## src/shared/oag_pkg.sv

```systemverilog
// operand address generator: shared constants and types
// assumes one 100 MHz clock, async active-low reset, byte addressed memory
package oag_pkg;

    // widths of the address space and of the code words
    localparam int ADDR_W = 20;
    localparam int WORD_W = 16;
    localparam int MSB_W  = 4;

    // extension word fields: upper index bits and address-length bit
    localparam int EXT_SRC_LSB = 7;
    localparam int EXT_DST_LSB = 0;
    localparam int EXT_AL_BIT  = 6;

    // address-length:byte-word code that selects 20-bit data
    localparam logic [1:0] AL_BW_20BIT = 2'h1;
    // address-length:byte-word code that is reserved
    localparam logic [1:0] AL_BW_RSVD  = 2'h0;

    // keeps an address within the lower 64 KB
    localparam logic [19:0] LOW64K_MASK = 20'h0_ffff;
    // distance between two consecutive memory words
    localparam logic [19:0] WORD_STEP   = 20'h0_0002;
    // value of every address register after reset
    localparam logic [19:0] ADDR_RST    = 20'h0_0000;
    // upper nibble of an address in the lower 64 KB
    localparam logic [3:0]  LOW_PAGE    = 4'h0;
    // instruction word alone; one prefix or index word; no word
    localparam logic [2:0]  LEN_INSTR   = 3'h1;
    localparam logic [2:0]  LEN_ONE     = 3'h1;
    localparam logic [2:0]  LEN_NONE    = 3'h0;

    // operand addressing mode as decoded by the caller
    typedef enum logic [1:0] {
        OAG_MODE_OTHER    = 2'h0,
        OAG_MODE_INDEXED  = 2'h1,
        OAG_MODE_SYMBOLIC = 2'h2,
        OAG_MODE_ABSOLUTE = 2'h3
    } oag_mode_t;

    // one decoded instruction as handed over by the decoder
    typedef struct packed {
        oag_mode_t   src_mode;
        oag_mode_t   dst_mode;
        logic        extended;
        logic [15:0] ext_word;
        logic        bw;
        logic [19:0] instr_pc;
        logic [19:0] src_base;
        logic [19:0] dst_base;
        logic [15:0] src_index;
        logic [15:0] dst_index;
    } oag_req_t;

    // computed addresses and instruction length
    typedef struct packed {
        logic [19:0] src_addr;
        logic [19:0] dst_addr;
        logic [2:0]  length;
        logic        wide;
        logic        format_err;
    } oag_res_t;

    // sequencing states, one-hot
    typedef enum logic [3:0] {
        OAG_IDLE = 4'h1,
        OAG_SRC  = 4'h2,
        OAG_DST  = 4'h4,
        OAG_DONE = 4'h8
    } oag_state_t;

endpackage
```

## src/hw/oag_addr_calc.sv

```systemverilog
// operand address generator: one effective address adder
// assumes inputs are stable, same clock domain, result used combinationally
`timescale 1ns/1ps
module oag_addr_calc (
    // decoded operand
    input  oag_pkg::oag_mode_t mode,
    input  wire logic          extended,
    // base values and index parts
    input  wire logic [19:0]   base_reg,
    input  wire logic [19:0]   index_pc,
    input  wire logic [15:0]   index_lo,
    input  wire logic [3:0]    index_hi,
    // effective address
    output logic [19:0]        addr
);

    logic [19:0] base_sel; // value the index is added to
    logic [19:0] idx_full; // index widened to 20 bits
    logic [19:0] sum;      // wrapped sum

    // select base and widen index, then add
    always_comb
    begin
        base_sel = oag_pkg::ADDR_RST;
        idx_full = {index_hi, index_lo}; // RULE3
        unique case (mode)
            oag_pkg::OAG_MODE_INDEXED:  base_sel = base_reg;   // RULE1
            oag_pkg::OAG_MODE_SYMBOLIC: base_sel = index_pc;   // RULE13 RULE12
            default:                    base_sel = oag_pkg::ADDR_RST; // RULE16
        endcase
        if (!extended)
        begin
            // short form: signed index, absolute index is unsigned
            if (mode == oag_pkg::OAG_MODE_ABSOLUTE)
                idx_full = {oag_pkg::LOW_PAGE, index_lo}; // RULE15
            else
                idx_full = {{4{index_lo[15]}}, index_lo}; // RULE11
        end
        // carry out of bit 19 is dropped
        sum = base_sel + idx_full; // RULE18 RULE2
        addr = sum;
        // short form with base in lower 64 KB stays there
        if (!extended && mode != oag_pkg::OAG_MODE_ABSOLUTE && base_sel[19:16] == oag_pkg::LOW_PAGE)
            addr = sum & oag_pkg::LOW64K_MASK; // RULE9
    end

endmodule // oag_addr_calc

```

## src/hw/oag_top.sv

```systemverilog
// operand address generator: top level
// assumes the decoder and memory run on clk; base registers are read only
//
// Contract
// RULE1: extended indexed: base plus 20-bit index
// RULE2: extended indexed reaches base plus or minus 19 bits
// RULE3: index high nibble from prefix, low from word
// RULE4: one prefix word serves both operands
// RULE5: 20-bit data needs length bits 01
// RULE6: base register is never modified
// RULE7: extended forms are three or four words
// RULE8: all three modes for source and destination
// RULE9: short form in lower 64 KB clears 19:16
// RULE10: program counter is never modified
// RULE11: upper short symbolic: signed index, full PC
// RULE12: PC used is the index word address
// RULE13: extended symbolic: full PC plus 20-bit index
// RULE14: short forms are two or three words
// RULE15: short absolute: word used as address directly
// RULE16: extended absolute: 20-bit address from zero
// RULE17: 20-bit data is two consecutive words
// RULE18: carries beyond bit 19 are dropped
`timescale 1ns/1ps
module oag_top (
    // clock and reset
    input  wire logic        clk,
    input  wire logic        rst_n,
    // decoded instruction in
    input  wire logic        req_valid,
    input  oag_pkg::oag_req_t req,
    output logic             req_ready,
    // computed addresses out
    output logic             res_valid,
    output oag_pkg::oag_res_t res,
    // memory word access
    input  wire logic        mem_ready,
    output logic             mem_req,
    output logic [19:0]      mem_addr
);

    // decoded request fields
    logic        src_used;     // source takes an index word
    logic        dst_used;     // destination takes an index word
    logic [1:0]  al_bw;        // address-length and byte-word bits
    logic        wide;         // 20-bit data operands
    logic        fmt_err;      // reserved length code
    logic [3:0]  src_hi;       // source index upper bits
    logic [3:0]  dst_hi;       // destination index upper bits
    logic [19:0] src_pc;       // address of source index word
    logic [19:0] dst_pc;       // address of destination index word
    logic [19:0] src_addr;     // source effective address
    logic [19:0] dst_addr;     // destination effective address
    logic [2:0]  length;       // instruction length in words

    // sequencing registers
    oag_pkg::oag_state_t state_q;    // current state
    oag_pkg::oag_res_t   res_q;      // held result
    logic                res_valid_q;// result pulse
    logic                src_used_q; // source access pending
    logic                dst_used_q; // destination access pending
    logic                seq_start_q;// start one operand access
    logic [19:0]         seq_addr_q; // address for that access
    logic                ready_q;    // registered ready level
    logic                seq_done;   // operand access finished

    // decode the shared prefix word
    always_comb
    begin
        src_used = req.src_mode != oag_pkg::OAG_MODE_OTHER; // RULE8
        dst_used = req.dst_mode != oag_pkg::OAG_MODE_OTHER; // RULE8
        // both upper nibbles and the length bit share one word
        src_hi = req.ext_word[oag_pkg::EXT_SRC_LSB +: oag_pkg::MSB_W]; // RULE4
        dst_hi = req.ext_word[oag_pkg::EXT_DST_LSB +: oag_pkg::MSB_W]; // RULE4
        al_bw  = {req.ext_word[oag_pkg::EXT_AL_BIT], req.bw};
        // 20-bit data only in byte form
        wide    = req.extended && (al_bw == oag_pkg::AL_BW_20BIT); // RULE5
        fmt_err = req.extended && (al_bw == oag_pkg::AL_BW_RSVD);  // RULE5
    end

    // addresses of the index words behind the instruction
    always_comb
    begin
        // source index follows the instruction word
        src_pc = req.instr_pc + oag_pkg::WORD_STEP; // RULE12 RULE18
        // destination index follows the source index, if any
        dst_pc = src_pc;
        if (src_used)
        begin
            dst_pc = src_pc + oag_pkg::WORD_STEP; // RULE12
        end
    end

    // count the words of the instruction
    always_comb
    begin
        length = oag_pkg::LEN_INSTR;
        if (req.extended)
        begin
            // prefix word
            length = length + oag_pkg::LEN_ONE; // RULE7
        end
        if (src_used)
        begin
            length = length + oag_pkg::LEN_ONE; // RULE14
        end
        if (dst_used)
        begin
            length = length + oag_pkg::LEN_ONE; // RULE14
        end
    end

    // source operand address
    oag_addr_calc u_src_calc (
        .mode     (req.src_mode),
        .extended (req.extended),
        .base_reg (req.src_base),
        .index_pc (src_pc),
        .index_lo (req.src_index),
        .index_hi (src_hi),
        .addr     (src_addr)
    );

    // destination operand address
    oag_addr_calc u_dst_calc (
        .mode     (req.dst_mode),
        .extended (req.extended),
        .base_reg (req.dst_base),
        .index_pc (dst_pc),
        .index_lo (req.dst_index),
        .index_hi (dst_hi),
        .addr     (dst_addr)
    );

    // operand word accesses on the memory bus
    oag_word_seq u_seq (
        .clk        (clk),
        .rst_n      (rst_n),
        .start      (seq_start_q),
        .start_addr (seq_addr_q),
        .wide       (res_q.wide),
        .mem_ready  (mem_ready),
        .mem_req    (mem_req),
        .mem_addr   (mem_addr),
        .done       (seq_done)
    );

    // state sequencing: take, access source, access destination, answer
    always_ff @(posedge clk or negedge rst_n)
    begin
        if (!rst_n)
        begin
            state_q <= oag_pkg::OAG_IDLE;
        end
        else
        begin
            unique case (state_q)
                oag_pkg::OAG_IDLE:
                begin
                    // faulty length code skips the accesses
                    if (req_valid && fmt_err)
                    begin
                        state_q <= oag_pkg::OAG_DONE;
                    end
                    else if (req_valid && src_used)
                    begin
                        // source first
                        state_q <= oag_pkg::OAG_SRC;
                    end
                    else if (req_valid && dst_used)
                    begin
                        // destination only
                        state_q <= oag_pkg::OAG_DST;
                    end
                    else if (req_valid)
                    begin
                        // nothing to access
                        state_q <= oag_pkg::OAG_DONE;
                    end
                end
                oag_pkg::OAG_SRC:
                begin
                    // destination follows once source is read
                    if (seq_done && dst_used_q)
                    begin
                        state_q <= oag_pkg::OAG_DST;
                    end
                    else if (seq_done)
                    begin
                        state_q <= oag_pkg::OAG_DONE;
                    end
                end
                oag_pkg::OAG_DST:
                begin
                    if (seq_done)
                    begin
                        state_q <= oag_pkg::OAG_DONE;
                    end
                end
                oag_pkg::OAG_DONE:
                begin
                    state_q <= oag_pkg::OAG_IDLE;
                end
                default:
                begin
                    // illegal code recovers to idle
                    state_q <= oag_pkg::OAG_IDLE;
                end
            endcase
        end
    end

    // capture the computed result when a request is taken
    always_ff @(posedge clk or negedge rst_n)
    begin
        if (!rst_n)
        begin
            res_q      <= '0;
            src_used_q <= 1'b0;
            dst_used_q <= 1'b0;
        end
        else if (state_q == oag_pkg::OAG_IDLE && req_valid)
        begin
            // base and PC are only read, never written back
            res_q.src_addr   <= src_addr;   // RULE6 RULE10
            res_q.dst_addr   <= dst_addr;   // RULE6 RULE10
            res_q.length     <= length;     // RULE7 RULE14
            res_q.wide       <= wide;       // RULE17
            res_q.format_err <= fmt_err;    // RULE5
            src_used_q       <= src_used;
            dst_used_q       <= dst_used;
        end
    end

    // launch each operand access
    always_ff @(posedge clk or negedge rst_n)
    begin
        if (!rst_n)
        begin
            seq_start_q <= 1'b0;
            seq_addr_q  <= oag_pkg::ADDR_RST;
        end
        else
        begin
            seq_start_q <= 1'b0;
            if (state_q == oag_pkg::OAG_IDLE && req_valid && !fmt_err && src_used)
            begin
                // source first
                seq_start_q <= 1'b1;
                seq_addr_q  <= src_addr;
            end
            else if (state_q == oag_pkg::OAG_IDLE && req_valid && !fmt_err && dst_used)
            begin
                // destination only
                seq_start_q <= 1'b1;
                seq_addr_q  <= dst_addr;
            end
            else if (state_q == oag_pkg::OAG_SRC && seq_done && dst_used_q)
            begin
                // destination after source
                seq_start_q <= 1'b1;
                seq_addr_q  <= res_q.dst_addr;
            end
        end
    end

    // ready level, high exactly while idle
    always_ff @(posedge clk or negedge rst_n)
    begin
        if (!rst_n)
        begin
            ready_q <= 1'b1;
        end
        else if (state_q == oag_pkg::OAG_IDLE)
        begin
            // an offer is taken at once
            ready_q <= !req_valid;
        end
        else
        begin
            // idle follows the answer or a bad code
            ready_q <= state_q != oag_pkg::OAG_SRC && state_q != oag_pkg::OAG_DST;
        end
    end

    // answer pulse, one cycle after the done state
    always_ff @(posedge clk or negedge rst_n)
    begin
        if (!rst_n)
        begin
            res_valid_q <= 1'b0;
        end
        else
        begin
            res_valid_q <= state_q == oag_pkg::OAG_DONE;
        end
    end

    // outputs straight from flip-flops
    assign req_ready = ready_q;
    assign res_valid = res_valid_q;
    assign res       = res_q;

endmodule // oag_top

```

## src/hw/oag_word_seq.sv

```systemverilog
// operand address generator: memory word access sequencer
// assumes mem_ready comes from memory logic on the same clock
`timescale 1ns/1ps
module oag_word_seq (
    // clock and reset
    input  wire logic        clk,
    input  wire logic        rst_n,
    // start of one operand access
    input  wire logic        start,
    input  wire logic [19:0] start_addr,
    input  wire logic        wide,
    // memory side
    input  wire logic        mem_ready,
    output logic             mem_req,
    output logic [19:0]      mem_addr,
    // end of the operand access
    output logic             done
);

    logic        req_q;     // access outstanding
    logic [19:0] addr_q;    // current word address
    logic        second_q;  // one more word follows
    logic        done_q;    // one-cycle completion

    // walk one or two consecutive words
    always_ff @(posedge clk or negedge rst_n)
    begin
        if (!rst_n)
        begin
            req_q    <= 1'b0;
            addr_q   <= oag_pkg::ADDR_RST;
            second_q <= 1'b0;
            done_q   <= 1'b0;
        end
        else
        begin
            done_q <= 1'b0;
            if (start)
            begin
                req_q    <= 1'b1;
                addr_q   <= start_addr;
                second_q <= wide; // RULE17
            end
            else if (req_q && mem_ready)
            begin
                if (second_q)
                begin
                    // next word of a 20-bit operand
                    addr_q   <= addr_q + oag_pkg::WORD_STEP; // RULE17
                    second_q <= 1'b0;
                end
                else
                begin
                    req_q  <= 1'b0;
                    done_q <= 1'b1;
                end
            end
        end
    end

    assign mem_req  = req_q;
    assign mem_addr = addr_q;
    assign done     = done_q;

endmodule // oag_word_seq

```

## config.mk

```make
export PLATFORM = sky130hd
export DESIGN_NAME = oag_top
export DESIGN_NICKNAME = d
export VERILOG_FILES = /design/src/shared/oag_pkg.sv /design/src/hw/oag_addr_calc.sv /design/src/hw/oag_top.sv /design/src/hw/oag_word_seq.sv
export SDC_FILE = /design/constraint.sdc
export NUM_CORES = 1
export LEC_CHECK = 0
export BUFFER_PORTS_ARGS = -buffer_cell sky130_fd_sc_hd__buf_2
export CAP_MARGIN = 20
export CORE_UTILIZATION = 40
export DETAILED_ROUTE_END_ITERATION = 10
export PLACE_DENSITY_LB_ADDON = 0.08
export SETUP_SLACK_MARGIN = 0.4
export SLEW_MARGIN = 15
export SYNTH_ARGS = -nofsm -noshare
export SYNTH_HDL_FRONTEND = slang
export SYNTH_SLANG_ARGS = --single-unit
```

## constraint.sdc

```tcl
create_clock -name clk -period 4.41 [get_ports clk]
set_input_delay 0.6615 -clock clk [delete_from_list [all_inputs] [get_ports clk]]
set_output_delay 0.6615 -clock clk [all_outputs]
set_load 0.03 [all_outputs]
```

==> results of run 1 <==
-- worst max path at each step --
stage | from | end
final | req[73] | seq_addr_q[19]
after global routing | req[74] | seq_addr_q[19]
after CTS | req[74] | seq_addr_q[18]
after detailed placement | req[73] | seq_addr_q[19]
after global placement | req[73] | seq_addr_q[19]
after floorplan | req[73] | seq_addr_q[19]
-- logic make-up after synthesis --
family,count (synthesis),share of synthesized area (%)
AOI/OAI and AO/OA,240,19.58
xor gates and xnor gates,85,9.863
muxes,33,4.706
adders and majority gates,53,8.735
buffers and inverters,75,4.077
and+or+nand+nor,339,22.06
DFF,96,30.98
-- worst max-delay path, stage by stage --
cell and delay, ps:
buf_8 110, inv_4 60, ha_4 200, or3_4 350
nor2b_4 140, and3_4 200, and2_4 150, buf_4 120
nand2_1 60, xnor2_1 130, a22oi_1 140, nor2b_1 90
ha_1 220, a21oi_1 130, nor2_1 70, a211oi_2 240
o21ai_2 100, a211oi_2 260, o21bai_1 90, a21oi_1 160
xnor3_1 280, a21oi_2 150, o22ai_1 80
-- power by group through the flow --
stage | Clock (W) | Combinational (W) | Sequential [W]
after floorplan | 0 | 0.00127 | 0.00214
after global placement | 0 | 0.00254 | 0.00164
after detailed placement | 0 | 0.00257 | 0.00165
after CTS | 0.000819 | 0.00259 | 0.00163
after global routing | 0.000854 | 0.00285 | 0.00169
final | 0.000798 | 0.00260 | 0.00163
-- through the flow --
stage	hold WS (ps)	total power [W]
2_1_floorplan	365.9	0.003410
3_3_place_gp	460.3	0.004178
3_5_place_dp	464.9	0.004222
4_1_cts	480.6	0.005040
5_1_grt	495.8	0.005400
6_report	458.1	0.005029
-- placed cells by master (no fill, tap or decap), types with 5 or more instances in the layout --
cell / count
o22ai_1: 6
o21ai_1: 5
nor2_1: 42
a22oi_1: 22
nand3_1: 30
and3_1: 9
dfrtp_1: 94
xnor2_1: 50
xor2_1: 26
a21oi_1: 32
and4_1: 5
mux2_2: 28
a211oi_1: 5
or3_1: 6
and2_1: 8
o21a_1: 5
nor3_1: 9
nand4_1: 14
nor2b_1: 34
clkbuf_16: 9
inv_1: 24
nand2_1: 130
a21o_1: 16
buf_4: 81
ha_1: 45
o211ai_1: 7
nand2b_1: 9
buf_2: 172
o21ai_0: 88
-- sequential cells by signal, indices dropped and copies added (netlist names) --
register        count
state_q             4
u_seq.mem_req       1
u_seq.done          1
res                45
res_valid           1
seq_addr_q         20
dst_used_q          1
seq_start_q         1
u_seq.second_q      1
u_seq.mem_addr     20
req_ready           1
-- per-layer routing --
layer / part of all wire, % / up-vias / global-route usage, % / wire (um)
met4: 2.5 / 8 / 7.666 / 551
met2: 45 / 158 / 36.22 / 10080
met3: 5.0 / 29 / 3.679 / 1113
met1: 47 / 3248 / 31.28 / 10450
li1: - / 3725 / - / -
met5: 0.24 / - / 0 / 53
-- cell type report --
| class | instances | area (um2) |
|---|---|---|
| Inverter | 28 | 107.6 |
| Timing Repair Buffer | 258 | 1525 |
| Tap cell | 260 | 325.3 |
| Multi-Input combinational cell | 750 | 5336 |
| Clock inverter | 4 | 52.55 |
| Fill cell | 1890 | 8880 |
| Clock buffer | 12 | 256.5 |
| Antenna cell | 2 | 5.005 |
| Sequential cell | 96 | 2405 |
-- timing repair --
item | in CTS | in global routing
buffers inserted | 1 | 2
setup endpoints to repair | 6 | 18
gates resized for setup | 7 | 44
pin swaps | 6 | 33
==> flow_metrics.tcl, run 1 <==
set metrics [dict create \
    status "finished clean" \
    fin_ws_ps 457.8 \
    vias 7168 \
    grt_overflow 0 \
    drive_above_1_share_pct 32.58 \
    synth_area_leaders "dfrtp_1, ha_1, nand2_1" \
    numCtsBuffers 9 \
    antenna_found_initial 6 \
    maxSlewHeadroom_pct 37.92 \
    cap_violations 0 \
    yosysWarnings 0 \
    dpl-instance-area_um2 9465 \
    hp-class "in -> async" \
    power_leakage_nw 4.628 \
    cts_hold_buf 0 \
    synth_cell_type_count 76 \
    yosys.area.top_type "dfrtp_1" \
    critical_path_class "in -> reg" \
    tightest_slew_ps 931.2 \
    async_flop_share_pct 100.0 \
    route.detailed.drc 0 \
    synthCells 921 \
    rsz0062_at_grt "yes" \
    htree_levels 3 \
    antenna_left 0 \
    cts.sinks 96 \
    wl_per_cell_um 15.78 \
    hpwl_mm 18.20 \
    gp_congestion 0.8298 \
    reg2reg_depth 11 \
    finalCritPeriodShare_pct 89.62 \
    powerDensity_nw_per_um2 502.2 \
    nNetsFinal 1314 \
    final_util_pct 53.00 \
    clock_latency_ps 340 \
    syn_nets 1092 \
    cts_tree "yes" \
    required_ps 4630 \
    fmax_mhz 253.0 \
    finalWirelength_mm 22.25 \
    synthFlopType "dfrtp_1" \
    finalSetupTns_ps 0 \
    pin_count 186 \
    power.share.switching_pct 45.40 \
    cts_root_buffer "clkbuf_16" \
    ys_ff_latch 96 \
    synth_most_common_cell "nand2_1" \
    r2r-start "state_q[0]" \
    path_max_fanout 4 \
    first_iter_violations 303 \
    ir_worst_vdd_uv 229.2 \
    initial_utilization_pct 41.09 \
    arrival_ps 4170 \
    synth_area_per_cell_um2 8.430 \
    grt_max_degree 74 \
    dieArea_um2 19970 \
    pwr-share-seq_pct 32.4 \
    synth_edf_count 0 \
    cts.clk_slew.worst_paths_ps 70 \
    synth_area_um2 7764 \
    row_count 50 \
    finalHoldViolations 0 \
    io_buffers 178 \
    start_kind "input pin" \
    drv_slew 0 \
    pwr-share-clk_pct 15.9 \
    end_kind "register" \
    dieWidth_um 141.3 \
    post_layout_nonfiller_instances 1410 \
    reg2reg_to "seq_addr_q[12]" \
    yosys-top-cells-count "nand2_1, dfrtp_1, o21ai_0" \
    stdcell_area_um2 10010 \
    combPwrFrac_pct 51.7 \
    min_period_ps 3952 \
    fin_worst_skew_ps 6.566 \
    worst-r2r-setup-slack_ps 1430 \
    grt_pass1_vias 6899 \
    switchingPower_w 0.002283 \
    setup_viol 0 \
    yosysSeqAreaShare_pct 30.98 \
    dr.pass1.iters 5 \
    grt_pass1_wl_mm 35.33 \
    p_int_w 0.002746 \
    core_um2 18890 \
    dp_slack_ps -34.41 \
    grt_usage_pct 22.72 \
    viasPerCell 5.084 \
    dp_cells 1389 \
    yosysTopAreaCellShare_pct 30.30 \
    clock_path_buffers 2 \
    area_delta_synth_final_pct 28.98 \
    die_y_um 141.3 \
]
(Power assumes the default switching activity.)
==> run 2: changes to the inputs <==
--- a/config.mk
+++ b/config.mk
@@ -5,10 +5,10 @@
 export SDC_FILE = /design/constraint.sdc
 export NUM_CORES = 1
 export LEC_CHECK = 0
-export BUFFER_PORTS_ARGS = -buffer_cell sky130_fd_sc_hd__buf_2
 export CAP_MARGIN = 20
 export CORE_UTILIZATION = 40
 export DETAILED_ROUTE_END_ITERATION = 10
+export DONT_BUFFER_PORTS = 1
 export PLACE_DENSITY_LB_ADDON = 0.08
 export SETUP_SLACK_MARGIN = 0.4
 export SLEW_MARGIN = 15
==> run 2 against run 1 <==
  * Non-clock buffer count is 212 lower
  * Routed wire length is 1.0% higher
  * Core utilization is 6.1 points lower
  * Register-to-register slack better by 340 ps
  * Sequential share of layout area is 3.1 points higher
  * Flip-flop and latch count stayed put
  * Sequential power is 42% higher
  * Maximum frequency is 0.77% higher
  * Total power is 6.7% lower
  * Critical path depth is 3 lower
  * Highest routed layer is now met4
==> flow_metrics.tcl, run 2 (synthesized netlist as in run 1, its figures left out) <==
set metrics [dict create \
    antenna_left 0 \
    drive_above_1_share_pct 16.58 \
    pwr-share-clk_pct 17.3 \
    fin_worst_skew_ps 7.505 \
    cap_violations 0 \
    regArea_um2 2405 \
    drv_slew 0 \
    finalCritPeriodShare_pct 88.94 \
    first_iter_violations 233 \
    nFillCells 1852 \
    setup_viol 0 \
    ir_worst_vdd_uv 265.7 \
    nNetsFinal 1102 \
    antenna_cells 0 \
    required_ps 4620 \
    cts_root_buffer "clkbuf_16" \
    gp_congestion 0.8997 \
    final_cell_mix "nand2_1, dfrtp_1, o21ai_0" \
    numCtsBuffers 9 \
    cts.sinks 96 \
    post_layout_nonfiller_instances 1195 \
    hp-class "in -> async" \
    start_kind "input pin" \
    largest_register_ffs 45 \
    vias 6531 \
    rsz0062_at_grt "yes" \
    worst-r2r-setup-slack_ps 1770 \
    p_int_w 0.002509 \
    area_delta_synth_final_pct 14.04 \
    finalWirelength_mm 22.47 \
    reg2reg_depth 9 \
    clock_path_buffers 2 \
    grt_usage_pct 22.40 \
    dr.pass1.iters 4 \
    power.share.switching_pct 46.50 \
    clock_latency_ps 340 \
    dieWidth_um 141.3 \
    combPwrFrac_pct 33.5 \
    route.detailed.drc 0 \
    final_common_cell "nand2_1" \
    stdcell_area_um2 8853 \
    power_leakage_nw 3.747 \
    end_kind "register" \
    multi_input_comb_area_um2 5333 \
    dpl-instance-area_um2 8257 \
    pwr-share-seq_pct 49.2 \
    cts.clk_slew.worst_paths_ps 70 \
    viasPerCell 5.465 \
    switchingPower_w 0.002181 \
    maxSlewHeadroom_pct 53.87 \
    wl_per_cell_um 18.81 \
    fmax_mhz 255.0 \
    grt_overflow 0 \
    finalHoldViolations 0 \
    initial_utilization_pct 41.09 \
    htree_levels 3 \
    final_util_pct 46.86 \
    timing.hold.ws_ps 24.88 \
    critical_path_class "in -> reg" \
    arrival_ps 4140 \
    powerDensity_nw_per_um2 529.7 \
    tightest_slew_ps 691.3 \
    dieArea_um2 19970 \
    core_um2 18890 \
    path_max_fanout 8 \
    die_y_um 141.3 \
    grt_pass1_vias 6580 \
    io_buffers 0 \
    row_count 50 \
    cts_tree "yes" \
    dp_cells 1169 \
    status "finished clean" \
    grt_pass1_wl_mm 34.87 \
    antenna_found_initial 0 \
    hpwl_mm 18.20 \
    min_period_ps 3922 \
    pin_count 186 \
    grt_max_degree 97 \
]
## run 2: worst paths after layout
kind	to	from
min reg2reg	u_seq.mem_addr[15]	seq_addr_q[15]
min	seq_addr_q[10]	rst_n
max in group asynchronous	u_seq.mem_addr[10]	rst_n
max reg2reg	seq_addr_q[12]	state_q[0]
min in group clk	u_seq.mem_addr[15]	seq_addr_q[15]
max	seq_addr_q[19]	req[73]
## run 2: per-layer routing
| metal | track usage (%) | share of wire, % |
|---|---|---|
| met1 | 27.84 | 43 |
| met2 | 37.21 | 47 |
| met3 | 7.830 | 8.4 |
| met4 | 5.149 | 1.2 |
| met5 | 0 | 0 |
## run 2: final cells by class
| class | count | share of cell area (%) |
|---|---|---|
| timing repair buffer | 46 | 4.296 |
| clock buffer | 11 | 2.629 |
| sequential | 96 | 27.16 |
| tap | 260 | 3.674 |
| clock inverter | 4 | 0.7914 |
| inverter | 28 | 1.215 |
| multi-input combinational | 750 | 60.23 |
## run 2: stage by stage
stage | total power (W) | setup TNS (ps) | worst slack (ps)
detailed placement | 0.003853 | -151.2 | -50.13
floorplan | 0.003410 | 0 | 382.1
CTS | 0.004677 | 0 | 394.5
global placement | 0.003799 | 0 | 55.24
finish | 0.004690 | 0 | 487.8
global route | 0.005017 | 0 | 336.4
## run 2: power by group through the flow
stage	sequential [W]	combinational [W]	clock [W]
after floorplan	0.00214	0.00127	0
after global placement	0.00233	0.00147	0
final	0.00231	0.00157	0.000813
after CTS	0.00233	0.00151	0.000831
after global routing	0.00236	0.00179	0.000867
after detailed placement	0.00235	0.00150	0
## run 2: critical path: stages
cell and delay, ps:
inv_4 40, ha_4 190, or3_4 410, nor2b_4 130
and3_4 190, and2_4 160, xor2_1 80, a22oi_2 170
nor2b_1 70, ha_1 330, a21o_1 190, a21o_1 160
a31oi_2 220, o21ai_2 110, a211oi_2 240, o21bai_1 100
a21oi_1 180, xnor3_1 290, a21oi_2 150, o22ai_1 70
## run 2: timing repair
item	4_1_cts	5_1_grt
setup buffers	0	8
gates resized for setup	5	30
setup endpoints to repair	7	14
pin swaps	1	25
hold buffers	0	2
hold endpoints to repair	0	32
